### src/cc_pkg.sv
// Operation
// - Flash write timing counts internal RC oscillator.
// - Fuse routes core clock onto output pin.
// - Clock output keeps running during reset.
// - Control bit 7 selects PLL or 8 MHz.
// - Lock flag reads set once PLL stable.
// - Control bit 0 starts or stops PLL.
// - PLL stopped under PLL clock freezes CPU.
// - Prescale bits 3..0 select divider, 7..4 zero.
// - Division factor changes apply without further action.
// - Codes map 1,4,5,6,8,12,24,48,96; rest reserved.
// - PLL with code zero gives 16 MHz.
// - Prescaled clock feeds CPU and peripherals.
// - Prescale register resets to zero, undivided.
// - Multiplexer selects 8 MHz after start-up.
package cc_pkg;

	// ----------------------------------------
	// Timing
	// ----------------------------------------
	localparam longint unsigned CLK_HZ          = 125_000_000;
	localparam longint unsigned RC_OSC_HZ       = 10_000_000;
	localparam longint unsigned FLASH_WRITE_NS  = 4_000;
	localparam int unsigned     FLASH_RC_TICKS  = int'((FLASH_WRITE_NS * RC_OSC_HZ) / 1_000_000_000);
	localparam int unsigned     FLASH_CNT_W     = 16;

	// ----------------------------------------
	// Register map (index, byte address = 4 * index)
	// ----------------------------------------
	localparam int unsigned     ADDR_W          = 12;
	localparam logic [9:0]      IDX_PRESCALE    = 10'h061;
	localparam logic [9:0]      IDX_PLLCTL      = 10'h062;
	localparam logic [9:0]      IDX_STATUS      = 10'h063;
	localparam logic [9:0]      IDX_MASK        = 10'h064;
	localparam logic [9:0]      IDX_FLASH       = 10'h065;

	localparam int unsigned     PLLCTL_MUX_BIT  = 7;
	localparam int unsigned     PLLCTL_LOCK_BIT = 1;
	localparam int unsigned     PLLCTL_ON_BIT   = 0;
	localparam int unsigned     DIV_SEL_W       = 4;
	localparam int unsigned     FLASH_GO_BIT    = 0;
	localparam logic [7:0]      PRESCALE_RESET  = 8'h00;
	localparam logic [7:0]      PLLCTL_RESET    = 8'h00;

	localparam int unsigned     EVT_LOCK        = 0;
	localparam int unsigned     EVT_FLASH_DONE  = 1;
	localparam int unsigned     EVT_FREEZE      = 2;
	localparam int unsigned     EVT_W           = 3;

	localparam logic [1:0]      RESP_OKAY       = 2'h0;
	localparam logic [1:0]      RESP_SLVERR     = 2'h2;

	// ----------------------------------------
	// Divider
	// ----------------------------------------
	localparam int unsigned     DIV_W           = 7;
	localparam logic [6:0]      PLL_UNDIV       = 7'h06;
	localparam logic [6:0]      DIV_RESET       = 7'h01;
	localparam logic [3:0]      DIV_SEL_MAX     = 4'h8;

	typedef enum logic [1:0] {
		MUX_RUN   = 2'h0,
		MUX_DRAIN = 2'h1,
		MUX_ARM   = 2'h3
	} cc_mux_state_t;

	typedef struct packed {
		logic freeze;
		logic flash_done;
		logic lock;
	} cc_evt_t;

	function automatic logic [6:0] cc_div_factor(input logic [3:0] code);
		case (code)
			4'h0:    cc_div_factor = 7'h01;
			4'h1:    cc_div_factor = 7'h04;
			4'h2:    cc_div_factor = 7'h05;
			4'h3:    cc_div_factor = 7'h06;
			4'h4:    cc_div_factor = 7'h08;
			4'h5:    cc_div_factor = 7'h0C;
			4'h6:    cc_div_factor = 7'h18;
			4'h7:    cc_div_factor = 7'h30;
			4'h8:    cc_div_factor = 7'h60;
			default: cc_div_factor = 7'h01;
		endcase
	endfunction

endpackage

### src/cc_clock_control.sv
// The AXI4-Lite slave port was left to the implementer.
`timescale 1ns/1ps
module cc_clock_control
	import cc_pkg::*;
#(
	parameter int unsigned FLASH_TICKS = FLASH_RC_TICKS
)(
	input  wire logic              aclk,                // 125 MHz system clock
	input  wire logic              aresetn,             // Synchronous reset, low
	input  wire logic [ADDR_W-1:0] s_axi_awaddr,        // Write address
	input  wire logic              s_axi_awvalid,       // Write address valid
	output logic                   s_axi_awready,       // Write address ready
	input  wire logic [31:0]       s_axi_wdata,         // Write data
	input  wire logic [3:0]        s_axi_wstrb,         // Write strobes
	input  wire logic              s_axi_wvalid,        // Write data valid
	output logic                   s_axi_wready,        // Write data ready
	output logic [1:0]             s_axi_bresp,         // Write response
	output logic                   s_axi_bvalid,        // Write response valid
	input  wire logic              s_axi_bready,        // Write response ready
	input  wire logic [ADDR_W-1:0] s_axi_araddr,        // Read address
	input  wire logic              s_axi_arvalid,       // Read address valid
	output logic                   s_axi_arready,       // Read address ready
	output logic [31:0]            s_axi_rdata,         // Read data
	output logic [1:0]             s_axi_rresp,         // Read response
	output logic                   s_axi_rvalid,        // Read data valid
	input  wire logic              s_axi_rready,        // Read data ready
	input  wire logic              pll_output_clock,    // 96 MHz PLL clock, sampled
	input  wire logic              external_8m_clock,   // 8 MHz clock, sampled
	input  wire logic              rc_osc_clock,        // Internal RC clock, sampled
	input  wire logic              pll_lock_in,         // Analog lock detector
	input  wire logic              clock_output_fuse,   // Clock-out fuse programmed
	input  wire logic              gpio_out,            // Normal pin function data
	input  wire logic              gpio_oe,             // Normal pin function enable
	output logic                   pll_enable,          // PLL run request
	output logic                   master_clock,        // Glitch-free mux output
	output logic                   cpu_clock,           // Prescaled core clock
	output logic                   cpu_tick,            // One pulse per core clock
	output logic                   clock_output_pin_o,  // Output pin data
	output logic                   clock_output_pin_oe, // Output pin enable
	output logic                   flash_write_busy,    // Flash write timer running
	output logic                   irq                  // Level interrupt
);

	// ----------------------------------------
	// Source edges
	// ----------------------------------------
	logic rc_rise;

	cc_edge u_rc_edge (
		.aclk    (aclk),
		.aresetn (aresetn),
		.sig     (rc_osc_clock),
		.level   (),
		.rise    (rc_rise),
		.fall    ()
	);

	// ----------------------------------------
	// Register bus
	// ----------------------------------------
	logic                  aw_held_reg;
	logic [9:0]            aw_idx_reg;
	logic                  w_held_reg;
	logic [7:0]            wdata_reg;
	logic                  wstrb0_reg;
	logic                  bvalid_reg;
	logic [1:0]            bresp_reg;
	logic                  rvalid_reg;
	logic [31:0]           rdata_reg;
	logic [1:0]            rresp_reg;
	logic                  do_write;
	logic                  do_read;
	logic [9:0]            ar_idx;
	logic [DIV_SEL_W-1:0]  div_sel_reg;
	logic                  mux_sel_reg;
	logic                  pll_on_reg;
	cc_evt_t               status_reg;
	cc_evt_t               mask_reg;
	cc_evt_t               evt;
	logic                  lock_flag;
	logic                  lock_flag_reg;
	logic                  flash_go;

	assign s_axi_awready = !aw_held_reg && !bvalid_reg;
	assign s_axi_wready  = !w_held_reg && !bvalid_reg;
	assign do_write      = aw_held_reg && w_held_reg && !bvalid_reg;
	assign s_axi_arready = !rvalid_reg;
	assign do_read       = s_axi_arvalid && !rvalid_reg;
	assign ar_idx        = s_axi_araddr[ADDR_W-1:2];
	assign s_axi_bvalid  = bvalid_reg;
	assign s_axi_bresp   = bresp_reg;
	assign s_axi_rvalid  = rvalid_reg;
	assign s_axi_rdata   = rdata_reg;
	assign s_axi_rresp   = rresp_reg;

	always_ff @(posedge aclk) begin
		if (!aresetn) begin
			aw_held_reg <= 1'b0;
			aw_idx_reg  <= 10'h000;
			w_held_reg  <= 1'b0;
			wdata_reg   <= 8'h00;
			wstrb0_reg  <= 1'b0;
		end else begin
			if (s_axi_awvalid && s_axi_awready) begin
				aw_held_reg <= 1'b1;
				aw_idx_reg  <= s_axi_awaddr[ADDR_W-1:2];
			end else if (do_write) begin
				aw_held_reg <= 1'b0;
			end
			if (s_axi_wvalid && s_axi_wready) begin
				w_held_reg <= 1'b1;
				wdata_reg  <= s_axi_wdata[7:0];
				wstrb0_reg <= s_axi_wstrb[0];
			end else if (do_write) begin
				w_held_reg <= 1'b0;
			end
		end
	end

	always_ff @(posedge aclk) begin
		if (!aresetn) begin
			bvalid_reg <= 1'b0;
			bresp_reg  <= RESP_OKAY;
		end else if (do_write) begin
			bvalid_reg <= 1'b1;
			case (aw_idx_reg)
				IDX_PRESCALE, IDX_PLLCTL, IDX_STATUS, IDX_MASK, IDX_FLASH: bresp_reg <= RESP_OKAY;
				default: bresp_reg <= RESP_SLVERR;
			endcase
		end else if (s_axi_bready) begin
			bvalid_reg <= 1'b0;
		end
	end

	// Writable fields; reserved codes leave the divider untouched
	always_ff @(posedge aclk) begin
		if (!aresetn) begin
			div_sel_reg <= PRESCALE_RESET[DIV_SEL_W-1:0];
			mux_sel_reg <= PLLCTL_RESET[PLLCTL_MUX_BIT];
			pll_on_reg  <= PLLCTL_RESET[PLLCTL_ON_BIT];
			mask_reg    <= '0;
		end else if (do_write && wstrb0_reg) begin
			case (aw_idx_reg)
				IDX_PRESCALE: begin
					if (wdata_reg[DIV_SEL_W-1:0] <= DIV_SEL_MAX) begin
						div_sel_reg <= wdata_reg[DIV_SEL_W-1:0];
					end
				end
				IDX_PLLCTL: begin
					mux_sel_reg <= wdata_reg[PLLCTL_MUX_BIT];
					pll_on_reg  <= wdata_reg[PLLCTL_ON_BIT];
				end
				IDX_MASK: mask_reg <= cc_evt_t'(wdata_reg[EVT_W-1:0]);
				default: ;
			endcase
		end
	end

	assign flash_go   = do_write && wstrb0_reg && aw_idx_reg == IDX_FLASH && wdata_reg[FLASH_GO_BIT];
	assign pll_enable = pll_on_reg;
	assign lock_flag  = pll_on_reg && pll_lock_in;

	always_ff @(posedge aclk) begin
		if (!aresetn) begin
			rvalid_reg <= 1'b0;
			rdata_reg  <= 32'h0000_0000;
			rresp_reg  <= RESP_OKAY;
		end else if (do_read) begin
			rvalid_reg <= 1'b1;
			rresp_reg  <= RESP_OKAY;
			rdata_reg  <= 32'h0000_0000;
			case (ar_idx)
				IDX_PRESCALE: rdata_reg[DIV_SEL_W-1:0] <= div_sel_reg;
				IDX_PLLCTL: begin
					rdata_reg[PLLCTL_MUX_BIT]  <= mux_sel_reg;
					rdata_reg[PLLCTL_LOCK_BIT] <= lock_flag;
					rdata_reg[PLLCTL_ON_BIT]   <= pll_on_reg;
				end
				IDX_STATUS: rdata_reg[EVT_W-1:0] <= status_reg;
				IDX_MASK:   rdata_reg[EVT_W-1:0] <= mask_reg;
				IDX_FLASH:  rdata_reg[FLASH_GO_BIT] <= flash_write_busy;
				default:    rresp_reg <= RESP_SLVERR;
			endcase
		end else if (s_axi_rready) begin
			rvalid_reg <= 1'b0;
		end
	end

	// ----------------------------------------
	// Events and interrupt
	// ----------------------------------------
	logic frozen_reg;
	logic freeze_now;
	logic flash_done;

	assign evt.lock       = lock_flag && !lock_flag_reg;
	assign evt.flash_done = flash_done;
	assign evt.freeze     = freeze_now;

	always_ff @(posedge aclk) begin
		if (!aresetn) begin
			lock_flag_reg <= 1'b0;
		end else begin
			lock_flag_reg <= lock_flag;
		end
	end

	// A new event in the clearing read's cycle survives
	always_ff @(posedge aclk) begin
		if (!aresetn) begin
			status_reg <= '0;
		end else if (do_read && ar_idx == IDX_STATUS) begin
			status_reg <= evt;
		end else begin
			status_reg <= status_reg | evt;
		end
	end

	assign irq = |(status_reg & mask_reg);

	// ----------------------------------------
	// Glitch-free source multiplexer
	// ----------------------------------------
	cc_mux_state_t mux_state_reg;
	logic          active_pll_reg;
	logic          master_clock_reg;
	logic          master_next;
	logic          active_src;
	logic          target_src;
	logic          master_rise;

	assign active_src = active_pll_reg ? pll_output_clock : external_8m_clock;
	assign target_src = mux_sel_reg ? pll_output_clock : external_8m_clock;

	// Old source parks low, output stays low, then new source starts low
	always_ff @(posedge aclk) begin
		if (!aresetn) begin
			mux_state_reg  <= MUX_RUN;
			active_pll_reg <= 1'b0;
		end else begin
			case (mux_state_reg)
				MUX_RUN: begin
					if (mux_sel_reg != active_pll_reg && !frozen_reg) begin
						mux_state_reg <= MUX_DRAIN;
					end
				end
				MUX_DRAIN: begin
					if (!active_src) begin
						mux_state_reg <= MUX_ARM;
					end
				end
				MUX_ARM: begin
					if (!target_src) begin
						mux_state_reg  <= MUX_RUN;
						active_pll_reg <= mux_sel_reg;
					end
				end
				default: mux_state_reg <= MUX_RUN;
			endcase
		end
	end

	// Stopping the PLL under its own clock starves the core until reset
	assign freeze_now = !frozen_reg && active_pll_reg && !pll_on_reg;

	always_ff @(posedge aclk) begin
		if (!aresetn) begin
			frozen_reg <= 1'b0;
		end else if (freeze_now) begin
			frozen_reg <= 1'b1;
		end
	end

	always_comb begin
		master_next = 1'b0;
		if (!frozen_reg && !freeze_now) begin
			case (mux_state_reg)
				MUX_RUN:   master_next = active_src;
				MUX_DRAIN: master_next = active_src;
				default:   master_next = 1'b0;
			endcase
		end
	end

	always_ff @(posedge aclk) begin
		if (!aresetn) begin
			master_clock_reg <= 1'b0;
		end else begin
			master_clock_reg <= master_next;
		end
	end

	assign master_clock = master_clock_reg;
	assign master_rise  = master_next && !master_clock_reg;

	// ----------------------------------------
	// Prescaler
	// ----------------------------------------
	logic [DIV_W-1:0] div_reg;
	logic [DIV_W-1:0] div_cnt_reg;
	logic [DIV_W-1:0] div_cnt_next;
	logic [DIV_W-1:0] div_eff;
	logic             boundary;
	logic             load_now;
	logic             cpu_clock_reg;
	logic             cpu_tick_reg;

	// Core cannot run undivided from the PLL
	assign div_eff = (div_sel_reg == '0 && active_pll_reg) ? PLL_UNDIV : cc_div_factor(div_sel_reg);
	assign boundary     = div_cnt_reg == div_reg - DIV_W'(1);
	assign load_now     = master_rise && boundary;
	assign div_cnt_next = boundary ? '0 : div_cnt_reg + DIV_W'(1);

	always_ff @(posedge aclk) begin
		if (!aresetn) begin
			div_reg     <= DIV_RESET;
			div_cnt_reg <= '0;
		end else if (master_rise) begin
			div_cnt_reg <= div_cnt_next;
			if (boundary) begin
				div_reg <= div_eff;
			end
		end
	end

	always_ff @(posedge aclk) begin
		if (!aresetn) begin
			cpu_clock_reg <= 1'b0;
			cpu_tick_reg  <= 1'b0;
		end else begin
			cpu_tick_reg <= load_now;
			if (div_reg == DIV_W'(1)) begin
				cpu_clock_reg <= master_next;
			end else if (master_rise) begin
				cpu_clock_reg <= div_cnt_next < (div_reg >> 1);
			end
		end
	end

	assign cpu_clock = cpu_clock_reg;
	assign cpu_tick  = cpu_tick_reg;

	// ----------------------------------------
	// Clock output pin
	// ----------------------------------------
	// In reset the divider is held, so the raw 8 MHz source stands in
	assign clock_output_pin_o  = clock_output_fuse ? (aresetn ? cpu_clock_reg : external_8m_clock) : gpio_out;
	assign clock_output_pin_oe = clock_output_fuse || gpio_oe;

	// ----------------------------------------
	// Flash write timer
	// ----------------------------------------
	logic [FLASH_CNT_W-1:0] flash_cnt_reg;
	logic                   flash_busy_reg;

	assign flash_done = flash_busy_reg && rc_rise && flash_cnt_reg == FLASH_CNT_W'(1);

	// Counted on RC edges so the time tracks the RC trim, not the bus clock
	always_ff @(posedge aclk) begin
		if (!aresetn) begin
			flash_busy_reg <= 1'b0;
			flash_cnt_reg  <= '0;
		end else if (flash_go && !flash_busy_reg) begin
			flash_busy_reg <= 1'b1;
			flash_cnt_reg  <= FLASH_CNT_W'(FLASH_TICKS);
		end else if (flash_busy_reg && rc_rise) begin
			flash_cnt_reg <= flash_cnt_reg - FLASH_CNT_W'(1);
			if (flash_done) begin
				flash_busy_reg <= 1'b0;
			end
		end
	end

	assign flash_write_busy = flash_busy_reg;
endmodule

### src/cc_edge.sv
`timescale 1ns/1ps
module cc_edge
	import cc_pkg::*;
(
	input  wire logic aclk,    // System clock
	input  wire logic aresetn, // Synchronous reset
	input  wire logic sig,     // Sampled clock source
	output logic      level,   // Previous sample
	output logic      rise,    // Rising edge this cycle
	output logic      fall     // Falling edge this cycle
);

	logic level_reg;

	always_ff @(posedge aclk) begin
		if (!aresetn) begin
			level_reg <= 1'b0;
		end else begin
			level_reg <= sig;
		end
	end

	assign level = level_reg;
	assign rise  = sig & ~level_reg;
	assign fall  = ~sig & level_reg;

endmodule

### config.mk
export PLATFORM = sky130hd
export DESIGN_NAME = cc_clock_control
export DESIGN_NICKNAME = d
export VERILOG_FILES = /design/src/cc_pkg.sv /design/src/cc_clock_control.sv /design/src/cc_edge.sv
export SDC_FILE = /design/constraint.sdc
export NUM_CORES = 1
export LEC_CHECK = 0
export ABC_CLOCK_PERIOD_IN_PS = 3600
export BUFFER_PORTS_ARGS = -buffer_cell sky130_fd_sc_hd__buf_2
export CAP_MARGIN = 20
export CELL_PAD_IN_SITES_DETAIL_PLACEMENT = 2
export CELL_PAD_IN_SITES_GLOBAL_PLACEMENT = 2
export CORE_MARGIN = 8
export CORE_UTILIZATION = 30
export DETAILED_ROUTE_END_ITERATION = 6
export GPL_ROUTABILITY_DRIVEN = 0
export HOLD_SLACK_MARGIN = 0.15
export MAX_ROUTING_LAYER = met4
export PLACE_DENSITY = 0.79
export SLEW_MARGIN = 20
export SYNTH_ARGS = -nofsm -noshare
export SYNTH_HDL_FRONTEND = slang
export SYNTH_SLANG_ARGS = --single-unit
export TNS_END_PERCENT = 30
### constraint.sdc
create_clock -name aclk -period 3.6 [get_ports aclk]
set_input_delay 0.36 -clock aclk [delete_from_list [all_inputs] [get_ports aclk]]
set_output_delay 0.36 -clock aclk [all_outputs]
set_load 0.02 [all_outputs]
==> impl_metrics.yaml <==
run_status:
  status: "completed"
detailed_routing:
  vias: 3697
  drt_wl_total_um: 12610
  drtIter0Drc: 119
  viasPerCell: 4.936
  dr.pass1.iters: 4
  wl_per_cell_um: 16.84
  drc: 0
  final_antenna_net_count: 0
pwr:
  leakagePower_nw: 2.061
  power_density_nw_per_um2: 503.8
  power_w: 0.002538
  ir_drop_uv: 208.2
setup_path:
  path_delay_family: "compound AO/OA/AOI/OAI gates"
  r2r-start: "div_reg[0]"
  crit_fanout: 13
  worst-path-buf-inv: 2
  ff2ff_path_depth: 15
  cp_slowest_cell: "dfxtp_1"
  r2r-end: "cpu_clock"
  critPathMaxStageDelay_ns: 0.41
  critical_path_class: "reg2reg"
  crit_top_cell: "ha_1"
  crit_path_start_kind: "flop"
  crit_chain: "inv_1 -> ha_1 -> xnor2_2 -> a211oi_4 -> nand4b_4 -> nor3_2 -> buf_4 -> nor2_1 -> ha_1 -> a21o_1 -> a21oi_1 -> nand2_1 -> nor3_1 -> o21ai_0 -> a22oi_1"
  r2r_slack_ns: 0.52
  cp.required_ns: 3.87
  end_kind: "flop"
  arrival_ns: 3.35
floorplan:
  die_area_um2: 18710
  die-width_um: 136.8
  io_pins: 123
  core_area_um2: 14370
  die_h_um: 136.8
  rows: 44
  start_util: 0.3046
layout:
  layoutNonFillerInstCount: 749
  syn_to_final_growth_pct: 15.09
  antenna_cells: 0
  largest_register_ffs: 16
  multiInputGateArea_um2: 2349
  nets: 645
  regArea_um2: 1722
  fillCellCount: 1635
  drive_above_1_share: 0.1611
sta:
  period_needed_ns: 3.082
  min_period_over_period: 0.8561
  slew_violations: 0
  fmax_mhz: 324.5
  layout_setup_ws_ns: 0.5181
  relSlewSlack: 0.3026
  skew_ns: 0.004579
  rsz0062_at_grt: "no"
  hold_viol_final: 0
  fin_tns_setup_ns: 0
  setup_viol: 0
  tightest_slew_ns: 1.020
global_routing:
  track_usage: 0.1439
  grt_pass1_wl_um: 20950
  overflow: 0
  grt_start_max_net_pins: 23
  grt_pass1_vias: 4187
  antenna_found_initial: 0
synth:
  synth_seq_area_share: 0.3934
  yosys_warnings: 0
  syn_area_per_cell_um2: 8.548
  synth_seq_cells: 86
  synth_area_um2: 4377
  synth_edf_count: 0
  dominantRegCellSynth: "dfxtp_1"
  synthDistinctLibCells: 61
  syn-instance-count: 512
  synthArstFlopShare: 0
place:
  place_ws_ns: 0.4996
  dp.final_hpwl_um: 9724
  dp.cells: 734
  portBuffers: 59
clock_tree:
  numCtsBuffers: 9
  cts_tree: "done"
  clk_pin_slew_worst_paths_ns: 0.06
  cts-root-buf: "clkbuf_16"
  clock_latency_ns: 0.34
  h-tree-depth: 3
  clock_sinks: 86
  post_cts_buffers: 0
  cts_resized: 0
  ctsLongestPathBuffers: 2
  cts_hold_buf: 0
job:
  max_cap_viol_count: 0
worst_hold_path:
  hold_end: "u_rc_edge.level"
  hold-path-cell-count: 2
  hold_path_startpoint: "rc_osc_clock"
  hp-class: "in2reg"
cell usage after synthesis, types with 2 or more instances:
library cell,n,area (um^2)
mux2i_1,25,250.2
a211oi_1,3,22.52
ha_1,10,125.1
inv_1,21,78.83
dfxtp_1,86,1722
nor2b_1,6,37.54
nor2_1,66,247.7
buf_6,2,22.52
o21a_1,2,15.01
a32o_1,3,30.03
nand4_1,3,18.77
a21oi_1,38,190.2
nand4b_1,2,17.52
nand2_1,51,191.4
a221oi_1,2,17.52
a22oi_1,4,30.03
or2_2,3,18.77
nor4_4,3,63.81
a32oi_1,2,17.52
and2_1,4,25.02
nand3b_1,3,22.52
and3_1,4,25.02
a2111oi_0,3,26.28
xor2_1,9,78.83
or4_1,3,22.52
xnor2_1,17,148.9
nand2b_1,7,43.79
o31ai_1,3,22.52
nor3_1,13,65.06
buf_2,8,40.04
buf_4,29,217.7
or3_1,5,31.28
nand3_1,8,40.04
a21o_1,3,22.52
a31oi_1,2,12.51
nor3b_1,5,37.54
o21ai_0,15,75.07
clkbuf_1,8,30.03
nor4_1,4,25.02
buf_1,6,22.52
where the power goes:
group / internal, W / leakage (nW) / switching (W)
Clock: 0.000604 / 0.155 / 0.000391
Sequential: 0.000992 / 0.698 / 0.0000434
Combinational: 0.000193 / 1.21 / 0.000314
routing by layer:
layer	GRT usage	share of wire	vias up
met3	0.03524	0.031	10
li1	-	-	1798
met5	-	0	-
met1	0.1595	0.44	1825
met4	0.03440	0.0099	0
met2	0.2544	0.52	64
area by class of cell:
class                           count  area share
Clock buffer                        9     0.04471
Clock inverter                      6     0.01739
Inverter                           21     0.01565
Multi-Input combinational cell    380      0.4662
Sequential cell                    86      0.3418
Tap cell                          184     0.04570
Timing Repair Buffer               63     0.06855
worst max path at each step:
stage	start	end	slack [ns]	cells past startpoint
2_1_floorplan	div_reg[0]	cpu_clock	0.71	15
3_3_place_gp	div_reg[0]	cpu_clock	0.62	15
3_5_place_dp	div_reg[0]	cpu_clock	0.50	15
4_1_cts	div_reg[0]	cpu_clock	0.45	15
5_1_grt	div_reg[0]	cpu_clock	0.27	15
6_report	div_reg[0]	cpu_clock	0.52	15
worst reg2reg max path, stage by stage, from the launching register on:
cell and delay (ns):
dfxtp_1 0.41, inv_1 0.09, ha_1 0.27, xnor2_2 0.18, a211oi_4 0.29, nand4b_4 0.15
nor3_2 0.29, buf_4 0.25, nor2_1 0.07, ha_1 0.18, a21o_1 0.18, a21oi_1 0.16
nand2_1 0.07, nor3_1 0.11, o21ai_0 0.11, a22oi_1 0.19
kinds of logic after synthesis:
| family | synth area share |
|---|---|
| and+or+nand+nor | 0.2390 |
| AOI/OAI and AO/OA | 0.1312 |
| DFF | 0.3934 |
| buffers and inverters | 0.09405 |
| xor gates and xnor gates | 0.05575 |
| muxes | 0.05718 |
| adders and majority gates | 0.02859 |
| other | 0.0008568 |
placed cells by master (no fill, tap or decap), drive strengths merged, types with 2 or more instances in the layout:
cell type,count
xnor2,18
nor3b,5
buf,63
nand3,8
clkbuf,9
or2,3
nor2,66
o31ai,3
dfxtp,86
or3,6
a2111oi,3
xor2,9
conb,29
clkinv,4
nand4b,3
inv,21
nor2b,6
a211oi,4
a21oi,38
bufinv,2
a31oi,2
or4,3
nand4,3
nor4,8
nand2b,7
o21a,2
a221oi,2
ha,10
nand2,51
a32o,3
a32oi,2
nor3,14
nand3b,3
o21ai,15
mux2i,25
and2,5
a22oi,4
a21o,3
and3,4
metrics by stage:
step / utilization / cell area (um^2) / hold slack, ns
finish: 0.3506 / 5037 / 0.2508
global route: 0.3506 / 5037 / 0.2478
CTS: 0.3506 / 5037 / 0.2363
detailed placement: 0.3288 / 4725 / 0.4540
global placement: 0.3269 / 4697 / 0.4419
floorplan: - / 4482 / 0.4318
Power figures use the tool's default switching activity.
